## src/cpu_seq_pkg.sv

```systemverilog
// Package of constants and types for the program sequencing core.
package cpu_seq_pkg;
  localparam int PC_W           = 15;
  localparam int STACK_DEPTH    = 16;
  localparam int SP_W           = 5;
  localparam int PTR_W          = 16;
  localparam int DATA_W         = 8;
  localparam int WORD_W         = 14;
  localparam int IMPL_ADDR_W    = 12;
  localparam int SHADOW_W       = 8;
  localparam int PMEM_SEL_BIT   = 15;
  localparam int GPR_BANK_BYTES = 80;
  localparam int GPR_BANK_W     = 7;
  localparam int BANK_SIZE      = 128;
  localparam int GPR_BASE       = 32;
  localparam logic [PC_W-1:0]  RESET_VECTOR = 15'h0000;
  localparam logic [PC_W-1:0]  INT_VECTOR   = 15'h0004;
  localparam logic [PC_W-1:0]  IMPL_MASK    = 15'h0FFF;
  localparam logic [SP_W-1:0]  SP_FULL      = 5'h10;
  localparam logic [15:0]      LINEAR_BASE  = 16'h2000;
  localparam logic [15:0]      LINEAR_TOP   = 16'h29AF;

  typedef enum logic [1:0] {
    SEQ_RUN   = 2'b00,
    SEQ_FETCH = 2'b01,
    SEQ_HALT  = 2'b10
  } seq_state_t;

  // Folds any 15-bit program address into the implemented space.
  function automatic logic [PC_W-1:0] wrap_pc(input logic [PC_W-1:0] a);
    wrap_pc = a & IMPL_MASK;
  endfunction : wrap_pc
endpackage : cpu_seq_pkg

```

## src/cpu_pc_stack_indirect_core.sv

```systemverilog
// Program counter, return stack, shadow context and indirect pointer sequencing.
`timescale 1ns/100ps
// Behaviour
// - Return stack holds sixteen 15-bit entries.
// - Overflow and underflow set sticky status flags.
// - Stack error causes reset when option enabled.
// - Interrupt entry copies core registers to shadows.
// - Interrupt return restores core registers from shadows.
// - Two 16-bit pointers reach data and program.
// - Program memory indirect access adds one cycle.
// - Linear window maps general RAM across banks.
// - Fifteen-bit program counter over 32K words.
// - Addresses above 0FFFh wrap into implemented space.
// - Reset vector 0000h, interrupt vector 0004h.
// - Pointer high bit 7 selects program memory.
// - Program read returns low eight bits.
// - Indirect writes to program memory are ignored.
module cpu_pc_stack_indirect_core
  import cpu_seq_pkg::*;
(
  input  wire logic              clk_in,
  input  wire logic              rst_n_in,
  input  wire logic              advance_in,
  input  wire logic              jump_in,
  input  wire logic              call_in,
  input  wire logic              return_in,
  input  wire logic              int_take_in,
  input  wire logic              int_return_in,
  input  wire logic [PC_W-1:0]   target_in,
  input  wire logic              stack_reset_en_in,
  input  wire logic              flags_clear_in,
  input  wire logic [SHADOW_W-1:0] status_in,
  input  wire logic [SHADOW_W-1:0] wreg_in,
  input  wire logic [SHADOW_W-1:0] bsr_in,
  input  wire logic [SHADOW_W-1:0] pclath_in,
  input  wire logic              ptr_load_in,
  input  wire logic              ptr_sel_in,
  input  wire logic [PTR_W-1:0]  ptr_value_in,
  input  wire logic              ind_read_in,
  input  wire logic              ind_write_in,
  input  wire logic [DATA_W-1:0] ind_wdata_in,
  input  wire logic [WORD_W-1:0] pmem_rdata_in,
  input  wire logic [DATA_W-1:0] dmem_rdata_in,
  output logic      [PC_W-1:0]   pc_out,
  output logic      [PC_W-1:0]   fetch_addr_out,
  output logic                   stack_overflow_flag_out,
  output logic                   stack_underflow_flag_out,
  output logic                   soft_reset_out,
  output logic                   restore_valid_out,
  output logic      [SHADOW_W-1:0] status_restore_out,
  output logic      [SHADOW_W-1:0] wreg_restore_out,
  output logic      [SHADOW_W-1:0] bsr_restore_out,
  output logic      [SHADOW_W-1:0] pclath_restore_out,
  output logic      [PTR_W-1:0]  ptr0_out,
  output logic      [PTR_W-1:0]  ptr1_out,
  output logic                   stall_out,
  output logic      [PC_W-1:0]   pmem_addr_out,
  output logic                   pmem_rd_out,
  output logic      [15:0]       dmem_addr_out,
  output logic                   dmem_rd_out,
  output logic                   dmem_wr_out,
  output logic      [DATA_W-1:0] dmem_wdata_out,
  output logic      [DATA_W-1:0] ind_rdata_out,
  output logic                   ind_rvalid_out
);
  // ---------------------------------------------------------------
  // Return stack
  // ---------------------------------------------------------------
  logic [PC_W-1:0] pc_reg;
  logic [PC_W-1:0] top;
  logic            ovf;
  logic            unf;
  logic            push;
  logic            pop;
  seq_state_t      state_reg;

  assign push = (call_in || int_take_in) && state_reg == SEQ_RUN;
  assign pop  = (return_in || int_return_in) && state_reg == SEQ_RUN;

  pc_return_stack u_stack (
    .clk_in        (clk_in),
    .rst_n_in      (rst_n_in),
    .push_in       (push),
    .pop_in        (pop),
    .push_data_in  (wrap_pc(pc_reg + 15'h0001)),
    .top_out       (top),
    .overflow_out  (ovf),
    .underflow_out (unf),
    .depth_out     ()
  );

  // ---------------------------------------------------------------
  // Program counter
  // ---------------------------------------------------------------
  // A stack error with reset enabled does not hold the counter: the call or return still loads
  // its target, and the reset request one cycle later loads RESET_VECTOR.
  always_ff @(posedge clk_in or negedge rst_n_in) begin
    if (!rst_n_in) begin
      pc_reg <= RESET_VECTOR;
    end else if (soft_reset_out) begin
      pc_reg <= RESET_VECTOR;
    end else if (state_reg == SEQ_RUN) begin
      if (int_take_in) begin
        pc_reg <= INT_VECTOR;
      end else if (return_in || int_return_in) begin
        pc_reg <= wrap_pc(top);
      end else if (call_in || jump_in) begin
        pc_reg <= wrap_pc(target_in);
      end else if (advance_in) begin
        pc_reg <= wrap_pc(pc_reg + 15'h0001);
      end
    end
  end

  always_ff @(posedge clk_in or negedge rst_n_in) begin
    if (!rst_n_in) begin
      pc_out         <= RESET_VECTOR;
      fetch_addr_out <= RESET_VECTOR;
    end else begin
      pc_out         <= pc_reg;
      fetch_addr_out <= wrap_pc(pc_reg);
    end
  end

  // ---------------------------------------------------------------
  // Stack error flags and reset
  // ---------------------------------------------------------------
  always_ff @(posedge clk_in or negedge rst_n_in) begin
    if (!rst_n_in) begin
      stack_overflow_flag_out  <= 1'b0;
      stack_underflow_flag_out <= 1'b0;
      soft_reset_out           <= 1'b0;
    end else begin
      // Set wins over a simultaneous clear.
      stack_overflow_flag_out  <= ovf || (stack_overflow_flag_out && !flags_clear_in);
      stack_underflow_flag_out <= unf || (stack_underflow_flag_out && !flags_clear_in);
      soft_reset_out           <= (ovf || unf) && stack_reset_en_in;
    end
  end

  // ---------------------------------------------------------------
  // Shadow context
  // ---------------------------------------------------------------
  always_ff @(posedge clk_in or negedge rst_n_in) begin
    if (!rst_n_in) begin
      status_restore_out <= '0;
      wreg_restore_out   <= '0;
      bsr_restore_out    <= '0;
      pclath_restore_out <= '0;
    end else if (int_take_in && state_reg == SEQ_RUN) begin
      status_restore_out <= status_in;
      wreg_restore_out   <= wreg_in;
      bsr_restore_out    <= bsr_in;
      pclath_restore_out <= pclath_in;
    end
  end

  always_ff @(posedge clk_in or negedge rst_n_in) begin
    if (!rst_n_in) begin
      restore_valid_out <= 1'b0;
    end else begin
      restore_valid_out <= int_return_in && state_reg == SEQ_RUN;
    end
  end

  // ---------------------------------------------------------------
  // Indirect pointers and access
  // ---------------------------------------------------------------
  logic [PTR_W-1:0] ptr;
  logic             to_pmem;

  always_ff @(posedge clk_in or negedge rst_n_in) begin
    if (!rst_n_in) begin
      ptr0_out <= '0;
      ptr1_out <= '0;
    end else if (ptr_load_in && !ptr_sel_in) begin
      ptr0_out <= ptr_value_in;
    end else if (ptr_load_in) begin
      ptr1_out <= ptr_value_in;
    end
  end

  assign ptr     = ptr_sel_in ? ptr1_out : ptr0_out;
  assign to_pmem = ptr[PMEM_SEL_BIT];

  // Linear window: each 80-byte GPR slice sits after its bank's SFRs.
  function automatic logic [15:0] map_data(input logic [PTR_W-1:0] p);
    logic [15:0] off;
    logic [15:0] bank;
    off  = p - LINEAR_BASE;
    bank = off / 16'(GPR_BANK_BYTES);
    if (p >= LINEAR_BASE && p <= LINEAR_TOP) begin
      map_data = 16'(bank * 16'(BANK_SIZE)) + 16'(GPR_BASE)
               + (off - 16'(bank * 16'(GPR_BANK_BYTES)));
    end else begin
      map_data = p;
    end
  endfunction : map_data

  always_ff @(posedge clk_in or negedge rst_n_in) begin
    if (!rst_n_in) begin
      state_reg <= SEQ_RUN;
    end else begin
      unique case (state_reg)
        SEQ_RUN: begin
          if (ind_read_in && to_pmem) state_reg <= SEQ_FETCH;
        end
        SEQ_FETCH: begin
          state_reg <= SEQ_HALT;
        end
        SEQ_HALT: begin
          state_reg <= SEQ_RUN;
        end
        default: state_reg <= SEQ_RUN;
      endcase
    end
  end

  always_ff @(posedge clk_in or negedge rst_n_in) begin
    if (!rst_n_in) begin
      stall_out      <= 1'b0;
      pmem_addr_out  <= '0;
      pmem_rd_out    <= 1'b0;
      dmem_addr_out  <= '0;
      dmem_rd_out    <= 1'b0;
      dmem_wr_out    <= 1'b0;
      dmem_wdata_out <= '0;
      ind_rdata_out  <= '0;
      ind_rvalid_out <= 1'b0;
    end else begin
      stall_out      <= state_reg == SEQ_RUN && ind_read_in && to_pmem;
      pmem_rd_out    <= state_reg == SEQ_RUN && ind_read_in && to_pmem;
      pmem_addr_out  <= wrap_pc(ptr[PC_W-1:0]);
      dmem_addr_out  <= map_data(ptr);
      dmem_rd_out    <= state_reg == SEQ_RUN && ind_read_in && !to_pmem;
      dmem_wr_out    <= state_reg == SEQ_RUN && ind_write_in && !to_pmem;
      dmem_wdata_out <= ind_wdata_in;
      ind_rvalid_out <= (state_reg == SEQ_HALT) || dmem_rd_out;
      if (state_reg == SEQ_HALT) begin
        ind_rdata_out <= pmem_rdata_in[DATA_W-1:0];
      end else if (dmem_rd_out) begin
        ind_rdata_out <= dmem_rdata_in;
      end
    end
  end

  // ---------------------------------------------------------------
  // Checks
  // ---------------------------------------------------------------
  chk_reset_on_error: assert property (@(posedge clk_in) disable iff (!rst_n_in)
    ((ovf || unf) && stack_reset_en_in) |=> soft_reset_out ##1 pc_reg == RESET_VECTOR)
    else $error("stack error did not reset");
  chk_ovf_flag_set: assert property (@(posedge clk_in) disable iff (!rst_n_in)
    ovf |=> stack_overflow_flag_out) else $error("overflow flag not set");
  chk_unf_flag_set: assert property (@(posedge clk_in) disable iff (!rst_n_in)
    unf |=> stack_underflow_flag_out) else $error("underflow flag not set");
  chk_int_vector: assert property (@(posedge clk_in) disable iff (!rst_n_in)
    (int_take_in && state_reg == SEQ_RUN && !soft_reset_out) |=> pc_reg == INT_VECTOR)
    else $error("interrupt vector wrong");
  chk_shadow_save: assert property (@(posedge clk_in) disable iff (!rst_n_in)
    (int_take_in && state_reg == SEQ_RUN) |=> wreg_restore_out == $past(wreg_in))
    else $error("shadow not captured");
  chk_pc_wrap: assert property (@(posedge clk_in) disable iff (!rst_n_in)
    pc_reg <= IMPL_MASK) else $error("pc outside implemented space");
  chk_pmem_extra: assert property (@(posedge clk_in) disable iff (!rst_n_in)
    (state_reg == SEQ_RUN && ind_read_in && to_pmem) |=> stall_out ##2 ind_rvalid_out)
    else $error("program read timing wrong");
  chk_no_pmem_write: assert property (@(posedge clk_in) disable iff (!rst_n_in)
    (ind_write_in && to_pmem) |=> !dmem_wr_out) else $error("write to program memory");
  chk_return_pop: assert property (@(posedge clk_in) disable iff (!rst_n_in)
    (return_in && !int_take_in && state_reg == SEQ_RUN && !soft_reset_out && !unf)
    |=> pc_reg == wrap_pc($past(top))) else $error("return address wrong");

  cov_call: cover property (@(posedge clk_in) push && !pop);
  cov_ovf: cover property (@(posedge clk_in) ovf);
  cov_pmem_read: cover property (@(posedge clk_in) state_reg == SEQ_HALT);
  cov_int_ret: cover property (@(posedge clk_in) restore_valid_out);
endmodule : cpu_pc_stack_indirect_core

```

## src/pc_return_stack.sv

```systemverilog
// Return address stack with overflow and underflow detection.
`timescale 1ns/100ps
module pc_return_stack
  import cpu_seq_pkg::*;
(
  input  wire logic            clk_in,
  input  wire logic            rst_n_in,
  input  wire logic            push_in,
  input  wire logic            pop_in,
  input  wire logic [PC_W-1:0] push_data_in,
  output logic      [PC_W-1:0] top_out,
  output logic                 overflow_out,
  output logic                 underflow_out,
  output logic      [SP_W-1:0] depth_out
);
  logic [PC_W-1:0] mem [STACK_DEPTH];
  logic [SP_W-1:0] depth_reg;

  assign depth_out     = depth_reg;
  assign overflow_out  = push_in && !pop_in && (depth_reg == SP_FULL);
  assign underflow_out = pop_in && !push_in && (depth_reg == '0);
  assign top_out       = (depth_reg == '0) ? RESET_VECTOR
                       : mem[depth_reg[SP_W-2:0] - 4'h1];

  // An overflowing push is dropped so the oldest return addresses survive.
  always_ff @(posedge clk_in) begin
    if (push_in && !pop_in && depth_reg != SP_FULL) begin
      mem[depth_reg[SP_W-2:0]] <= push_data_in;
    end
  end

  always_ff @(posedge clk_in or negedge rst_n_in) begin
    if (!rst_n_in) begin
      depth_reg <= '0;
    end else if (push_in && !pop_in && depth_reg != SP_FULL) begin
      depth_reg <= depth_reg + 5'h01;
    end else if (pop_in && !push_in && depth_reg != '0) begin
      depth_reg <= depth_reg - 5'h01;
    end
  end

  chk_stack_bound: assert property (@(posedge clk_in) disable iff (!rst_n_in)
    depth_reg <= SP_FULL) else $error("stack depth beyond sixteen");
endmodule : pc_return_stack

```

## config.mk

```make
export PLATFORM = sky130hd
export DESIGN_NAME = cpu_pc_stack_indirect_core
export DESIGN_NICKNAME = d
export VERILOG_FILES = /design/src/cpu_seq_pkg.sv /design/src/cpu_pc_stack_indirect_core.sv /design/src/pc_return_stack.sv
export SDC_FILE = /design/constraint.sdc
export NUM_CORES = 1
export LEC_CHECK = 0
export BUFFER_PORTS_ARGS = -buffer_cell sky130_fd_sc_hd__buf_2
export CORE_ASPECT_RATIO = 0.7
export CORE_MARGIN = 2
export CORE_UTILIZATION = 30
export DETAILED_ROUTE_END_ITERATION = 12
export SKIP_CTS_REPAIR_TIMING = 1
export SYNTH_ARGS = -nofsm -noshare
export SYNTH_HDL_FRONTEND = slang
export SYNTH_SLANG_ARGS = --single-unit
```

## constraint.sdc

```tcl
create_clock -name clk_in -period 10.7 [get_ports clk_in]
set_clock_uncertainty 0.2 [all_clocks]
set_input_delay 3.21 -clock clk_in [delete_from_list [all_inputs] [get_ports clk_in]]
set_output_delay 3.21 -clock clk_in [all_outputs]
set_load 0.05 [all_outputs]
```

# Yosys cells after proc, flatten, opt, wreduce, memory -nomap -nowiden
# Memory sizes are Yosys's and may differ from the RTL's.
# Index checks and enable logic that the tools add are counted.
# word_totals
ff_bits,165
ram_bits,192
inputBits,107
out_inout_bits,150
n_memories,1
# memory_table
memory,depth,width,read_ports,rd_ports_with_merged_regs,write_ports,line_no,source
u_stack.mem,16,12,1,0,1,pc_return_stack.sv:16,logic [PC_W-1:0] mem [STACK_DEPTH];
# op_classes
addsub,8
multipliers,1
n_div,1
order_cmp,2
n_eq_ne,5
mux,17
n_bitwise,1
reduce_logical,42
# op_table
cell,count
$mux 15,6
$mux 16,2
$logic_and 1x1->1,21
$add 16x16->16,1
$add 16x6->16 const B,1
$div 16x7->16 const B,1
$ge 16x14->1 const B,1
$le 16x14->1 const B,1
$mul 16x3->12 const B,1
$mux 8,2
$sub 16x14->16 const B,1
$sub 16x16->16,1
$add 12x1->12 const B,1
$mux 12,1
$mux 5,2
$reduce_bool 5->1,2
$logic_or 1x1->1,7
$reduce_bool 2->1,3
$add 5x1->5 const B,1
$eq 5x5->1 const B,1
$logic_not 1->1,5
$logic_not 5->1,1
$ne 5x5->1 const B,1
$sub 5x1->5 const B,1
10 further kinds,12

# Logic depth before layout (Yosys ltp)
# Gate-level depths: netlist of the first run.
# logic_depth
ltp_word,7
depth_mapped,46
ltp_nobuf,39

# Hierarchy
# Synthesis of the first run repeated with hierarchy kept, for this count alone.
# hier_totals
cells_unflattened,1305
hier_area_um2,18605.3
# modules_own_cells
mod,instances,cells_per_inst,area_each_um2
pc_return_stack,1,439,9929.5
cpu_pc_stack_indirect_core,1,866,8675.8

# Least setup slack after synthesis of the first run
# No wires, ideal clock.
# synth_timing
path_kind,in2reg
startpoint,input ptr_sel_in
endpoint,register dmem_addr_out[15]
setup_time_ns,0.146
arrival_time_ns,12.091
required_ns,10.354
slack_ns,-1.738
cell_stages,40
n_path_buf,6
cell_sequence,buf_6 > buf_6 > clkbuf_1 > mux2i_1 > ha_1 > buf_2 > xnor2_1 > o22a_1 > buf_2 > mux2i_1 > o31a_1 > buf_2 > a211oi_2 > a21oi_1 > o311ai_4 > o21ai_2 > a221o_1 > a22oi_2 > [... 4 more ...] > a211oi_2 > and3_1 > or4_1 > ha_1 > ha_1 > fa_1 > fa_1 > inv_1 > ha_1 > a21oi_1 > o21bai_1 > a21oi_1 > o21bai_1 > a21oi_1 > o21bai_1 > a21oi_1 > xnor2_1 > o21ai_0
# synth_via
elab_chain_cells,7
elab_cells_between_ends,11
# synth_lines
item,line_no,source
from (decl),cpu_pc_stack_indirect_core.sv:37,"input wire logic ptr_sel_in,"
$mux 16 *,cpu_pc_stack_indirect_core.sv:183,assign ptr = ptr_sel_in ? ptr1_out : ptr0_out;
$sub 16x14->16,cpu_pc_stack_indirect_core.sv:190,off = p - LINEAR_BASE;
$div 16x7->16,cpu_pc_stack_indirect_core.sv:191,bank = off / 16'(GPR_BANK_BYTES);
$mul 16x3->12,cpu_pc_stack_indirect_core.sv:194,+ (off - 16'(bank * 16'(GPR_BANK_BYTES)));
$sub 16x16->16,cpu_pc_stack_indirect_core.sv:194,
$add 16x16->16,cpu_pc_stack_indirect_core.sv:194,
$mux 16 *,cpu_pc_stack_indirect_core.sv:192,if (p >= LINEAR_BASE && p <= LINEAR_TOP) begin
to (signal assigned),cpu_pc_stack_indirect_core.sv:234,dmem_addr_out <= map_data(ptr);
to (decl),cpu_pc_stack_indirect_core.sv:59,"output logic [15:0] dmem_addr_out,"
# Mark *: on every way between the ends. The rest lies on a longest branch, timed or not.
# A chain may end at the register's enable or synchronous reset.

# Final worst setup path of the first run
# layout_timing
startpoint,input ptr_sel_in
endpoint,register dmem_addr_out[14]
# The elaborated chain is that of the path after synthesis.

==> results of run 1 <==
## area by class of cell
type                    instances  area, µm²
flip-flops and latches        335       9348
diodes                          1      2.502
clock buffers                  44      960.9
clock inverters                22      147.6
repair buffers                424       2644
well taps                     730      913.4
fillers                      5136      32680
inverters                      54      207.7
multi-input cells             753       7017
## critical path: cells and delay by family
family	cells	cell delay, ns
xor gates and xnor gates	1	0.18
muxes	1	0.31
and+or+nand+nor	6	1.05
AOI/OAI and AO/OA	18	3.99
buffers and inverters	8	1.10
adders and majority gates	6	1.68
## cells in the mapped netlist, drive strengths merged, types with 3 or more instances
cell	count
a211o	3
a211oi	11
a21o	4
a21oi	49
a221oi	4
a22o	11
a22oi	5
a31oi	6
and2	17
and3	11
buf	42
clkbuf	34
dfrtp	143
edfxtp	192
fa	10
ha	45
inv	52
mux2	84
mux2i	45
mux4	48
nand2	68
nand2b	6
nand3	17
nand4	10
nor2	58
nor2b	3
nor3	21
nor3b	3
nor4	9
nor4b	4
o211ai	11
o21a	3
o21ai	58
o21bai	16
o221ai	5
o22ai	14
o31ai	8
or2	3
or3	3
xnor2	35
xor2	10
## logic make-up after synthesis
family,synth area share (%)
fa+ha+maj,4.642
simple gates,7.351
mux,15.29
buf+inv,3.713
xor+xnor,2.625
other cells,0.02281
compound gates,9.527
flops,56.83
## stage by stage
step                cell area [µm²]  hold WS, ns  setup WS [ns]  std cells
finish                        21240       0.2497        -0.6883       2363
global placement              19690       0.2388         -1.769       2287
CTS                           20800       0.2543         -1.304       2353
floorplan                     16690       0.1934        -0.9555       1218
global route                  21240       0.2587        -0.9711       2362
detailed placement            19690       0.2486         -1.872       2287
## path summary, 6_finish.rpt
| path | from | end | slack (ns) | depth (start not counted) |
|---|---|---|---|---|
| worst max-delay path | ptr_sel_in | dmem_addr_out[14] | -0.69 | 40 |
| worst min-delay path | pc_reg[8] | pc_out[8] | 0.25 | 0 |
| worst max register to register | ptr1_out[14] | dmem_addr_out[14] | 1.79 | 39 |
| worst min register to register | pc_reg[8] | pc_out[8] | 0.25 | 0 |
| max in group asynchronous | rst_n_in | wreg_restore_out[0] | 6.39 | 2 |
| min in group asynchronous | rst_n_in | dmem_addr_out[5] | 2.50 | 1 |
## metal layers
metal | vias to the layer above | part of all wire (%) | global-route usage [%]
li1 | 5332 | - | -
met1 | 5872 | 48 | 23.69
met2 | 399 | 43 | 23.06
met3 | 66 | 7.1 | 3.602
met4 | 4 | 1.9 | 4.096
met5 | - | 0.059 | 0
==> key figures, run 1 <==
Status
  • Status: finished with violations
  • Failing checks: setup timing

STA
  • TNS Setup: -2.778 ns
  • Peak Freq: 0.08781 GHz
  • RSZ-0062 raised after global routing: true
  • Setup slack after layout: -0.6883 ns
  • Worst slew pin tran: 1.347 ns
  • Tmin final: 11.39 ns
  • Final period util: 106.4%
  • Rel. slew slack: 9.533%
  • Final Hold Violating Endpoints: 0
  • Final setup viols: 6
  • Final Max Tran Viols: 0

Clock tree
  • Clk buf depth: 3
  • H-tree depth: 2
  • Num CTS Buffers: 36
  • Sink Count: 335
  • Worst skew pair latency: 0.55 ns
  • CTS Root Cell: clkbuf_16
  • Clock-pin slew on the worst setup and hold paths: 0.06 ns
  • CTS tree: done

Logic synthesis
  • Syn_area_per_cell: 13.59 µm²
  • Synth unique cells: 85
  • Ranking of synthesized cells by area: edfxtp_1 35%, dfrtp_1 22%, mux4_2 6.6%
  • Synth Instances: 1210
  • Sequential share of the synthesized area: 56.83%
  • Top_reg_cell synth: edfxtp_1
  • Synthesis Warnings: 0
  • Synth area leader: edfxtp_1
  • Area fraction of the dominant cell type after synthesis: 35.06%
  • Number of synthesized flops with an enable pin: 192
  • Post-synth ARST share: 42.69%
  • Seq cells post-synth: 335
  • Synthesized cell area: 16440 µm²

Drt
  • Total number of vias: 11670
  • Routed vias/inst: 4.940
  • 1st-pass router iterations: 5
  • Total Wirelength: 45810 µm
  • Antenna Nets Post-Route: 0
  • Residual DRC: 0
  • Initial drt markers: 778
  • WL/cell: 19.39 µm

Floorplanning
  • Die height: 199.9 µm
  • Die area: 56730 µm²
  • Io pins: 257
  • Row cnt: 71
  • CORE AREA: 53920 µm²
  • Die W: 283.8 µm
  • Initial core utilization: 30.49%

Final layout
  • Layout cell share with drive strength beyond 1: 44.18%
  • Nets: 1766
  • Most common library cell in the layout ignoring fill and taps: buf_2
  • Final core occ: 39.39%
  • Most frequent cells in the layout: 236 x buf_2, 192 x edfxtp_1, 179 x buf_4, 142 x dfrtp_1, 84 x mux2_2
  • Area Growth Syn to Fin: 29.17%
  • Max reg flops: 192

Job
  • Max-cap viol count: 0

Setup path
  • Crit path kind: input pin to flop
  • Crit path DAT: 11.57 ns
  • Largest stage delay, worst path: 0.55 ns
  • Crit-path max FO: 9
  • CP Capture Type: flop
  • CP max-delay cell: or4_4
  • Startpoint types: input pin
  • CP Data Required Time: 10.88 ns

GRT
  • Initial antenna violation count: 3
  • First-pass GRT wire length: 68730 µm
  • Total Routing Usage GR: 15.85%
  • GRT overflow: 0
  • Pin count of the biggest net entering global routing: 78
  • Number of global-route vias before repair: 11600

Hold path
  • HP Class: flop to flop

Place
  • Final GP Congestion: 0.8446
  • Hpwl dp: 33120 µm
  • IO Port Bufs: 238
Power of run 1 is not shown: default switching activity piles up to over one toggle a cycle in this logic, so the estimate is an artifact.
==> run 2: changes to the inputs <==
- REMOVE_ABC_BUFFERS: default -> 1
==> run 2 against run 1 <==
- the flow still finishes with violations (setup timing)
- core utilization up 0.44 points
- worst hold slack worse by 0.019 ns
- maximum frequency grew 0.41%
==> key figures, run 2 (synthesis gave the netlist of run 1 again) <==
Status
  • Status: finished with violations
  • Failing checks: setup timing

Drt
  • Residual DRC: 0
  • 1st-pass router iterations: 5
  • Total Wirelength: 44960 µm
  • Routed vias/inst: 4.880
  • WL/cell: 19.01 µm
  • Initial drt markers: 755
  • Total number of vias: 11540
  • Antenna Nets Post-Route: 0

Clock tree
  • Clock-pin slew on the worst setup and hold paths: 0.06 ns
  • Clk buf depth: 3
  • CTS Root Cell: clkbuf_16
  • H-tree depth: 2
  • Sink Count: 335
  • Num CTS Buffers: 37
  • CTS tree: done
  • Worst skew pair latency: 0.57 ns

Setup path
  • Cell repeated most along the worst path: buf_4
  • CP Data Required Time: 10.93 ns
  • Startpoint types: input pin
  • Critical R2R Launch: ptr1_out[14]
  • Worst R2R Path Depth: 42
  • Crit-path max FO: 6
  • Largest stage delay, worst path: 0.55 ns
  • Crit path kind: input pin to flop
  • FF-to-FF setup slack: 1.87 ns
  • Crit path DAT: 11.58 ns
  • CP max-delay cell: or4_4
  • CP Capture Type: flop
  • RR Endpoint: dmem_addr_out[13]

Place
  • Hpwl dp: 31970 µm
  • Final GP Congestion: 0.8700
  • IO Port Bufs: 238
  • Place WS: -1.631 ns

Floorplanning
  • Die W: 283.8 µm
  • Die height: 199.9 µm
  • Die area: 56730 µm²
  • Io pins: 257
  • Row cnt: 71
  • Initial core utilization: 30.49%
  • CORE AREA: 53920 µm²

STA
  • Rel. slew slack: 13.29%
  • Final Max Tran Viols: 0
  • Setup slack after layout: -0.6422 ns
  • RSZ-0062 raised after global routing: true
  • Final Hold Violating Endpoints: 0
  • Worst slew pin tran: 1.291 ns
  • Final period util: 106.0%
  • Peak Freq: 0.08817 GHz
  • Tmin final: 11.34 ns
  • Final setup viols: 6

Final layout
  • Most common library cell in the layout ignoring fill and taps: buf_2
  • Max reg flops: 192
  • Most frequent cells in the layout: 236 x buf_2, 192 x edfxtp_1, 174 x buf_4, 142 x dfrtp_1, 83 x mux2_2
  • Area Growth Syn to Fin: 30.63%
  • Layout cell share with drive strength beyond 1: 44.40%
  • Register area: 9345 µm²
  • Multi-input logic area: 7059 µm²
  • Nets: 1767
  • # fillers: 5102

GRT
  • Grt met3 use: 3.818%
  • GRT overflow: 0
  • Initial antenna violation count: 2
  • Pin count of the biggest net entering global routing: 77
  • First-pass GRT wire length: 67850 µm
  • Gr busiest metal: met1
  • Met2 usage: 22.76%
  • Number of global-route vias before repair: 11570
  • Total Routing Usage GR: 15.50%
  • Met1 Use GR: 22.89%

Hold path
  • Hold Crit Depth: 0
  • HP Class: flop to flop
  • Worst hold start: pc_reg[11]
  • Hold-critical path endpoint: pc_out[11]

Job
  • Max-cap viol count: 0
==> run 2: changes by cell type in the layout (fill, tap and decap cells not counted), sizes merged <==
cell / previous run / this run
bufinv: 0 / 3
clkbuf: 44 / 49
clkinv: 18 / 14
clkinvlp: 3 / 1
diode: 1 / 2
inv: 55 / 54
==> run 2: how the worst max path moves through the flow <==
stage | end | from
after floorplan | dmem_addr_out[15] | ptr_sel_in
after global placement | dmem_addr_out[15] | ptr_sel_in
after detailed placement | dmem_addr_out[15] | ptr_sel_in
after CTS | dmem_addr_out[15] | ptr_sel_in
after global routing | dmem_addr_out[15] | ptr_sel_in
final | dmem_addr_out[13] | ptr_sel_in
==> run 2: layer usage <==
metal / routed length (µm) / up-vias
met4: 699 / 0
met5: 0 / -
met1: 21080 / 5733
met2: 19430 / 440
met3: 3750 / 46
li1: - / 5322
==> run 2: worst max-delay path: cells and delay by family <==
kind,cells,cell delay [ns]
compound gates,15,3.50
xor+xnor,2,0.19
buf+inv,12,1.56
fa+ha+maj,5,1.51
simple gates,9,1.57
==> run 2: final cells by class <==
| cell class | count | area share, % |
|---|---|---|
| clock inverters | 18 | 1.153 |
| inverters | 54 | 0.9611 |
| well taps | 730 | 4.252 |
| diodes | 2 | 0.02330 |
| clock buffers | 49 | 4.800 |
| multi-input cells | 753 | 32.87 |
| flip-flops and latches | 335 | 43.51 |
| repair buffers | 424 | 12.44 |
==> run 2: metrics by stage <==
| step | cells | hold WS (ns) | TNS [ns] | instance area, µm² | utilization, % |
|---|---|---|---|---|---|
| 2_1_floorplan | 1142 | 0.1934 | -8.810 | 16070 | - |
| 3_3_place_gp | 2278 | 0.2169 | -9.441 | 19470 | 36.11 |
| 3_5_place_dp | 2278 | 0.2191 | -9.695 | 19470 | 36.11 |
| 4_1_cts | 2345 | 0.2328 | -4.999 | 20750 | 38.48 |
| 5_1_grt | 2364 | 0.2476 | -4.487 | 21480 | 39.83 |
| 6_report | 2365 | 0.2305 | -2.649 | 21480 | 39.83 |
Power of run 2 is left out for the same reason.
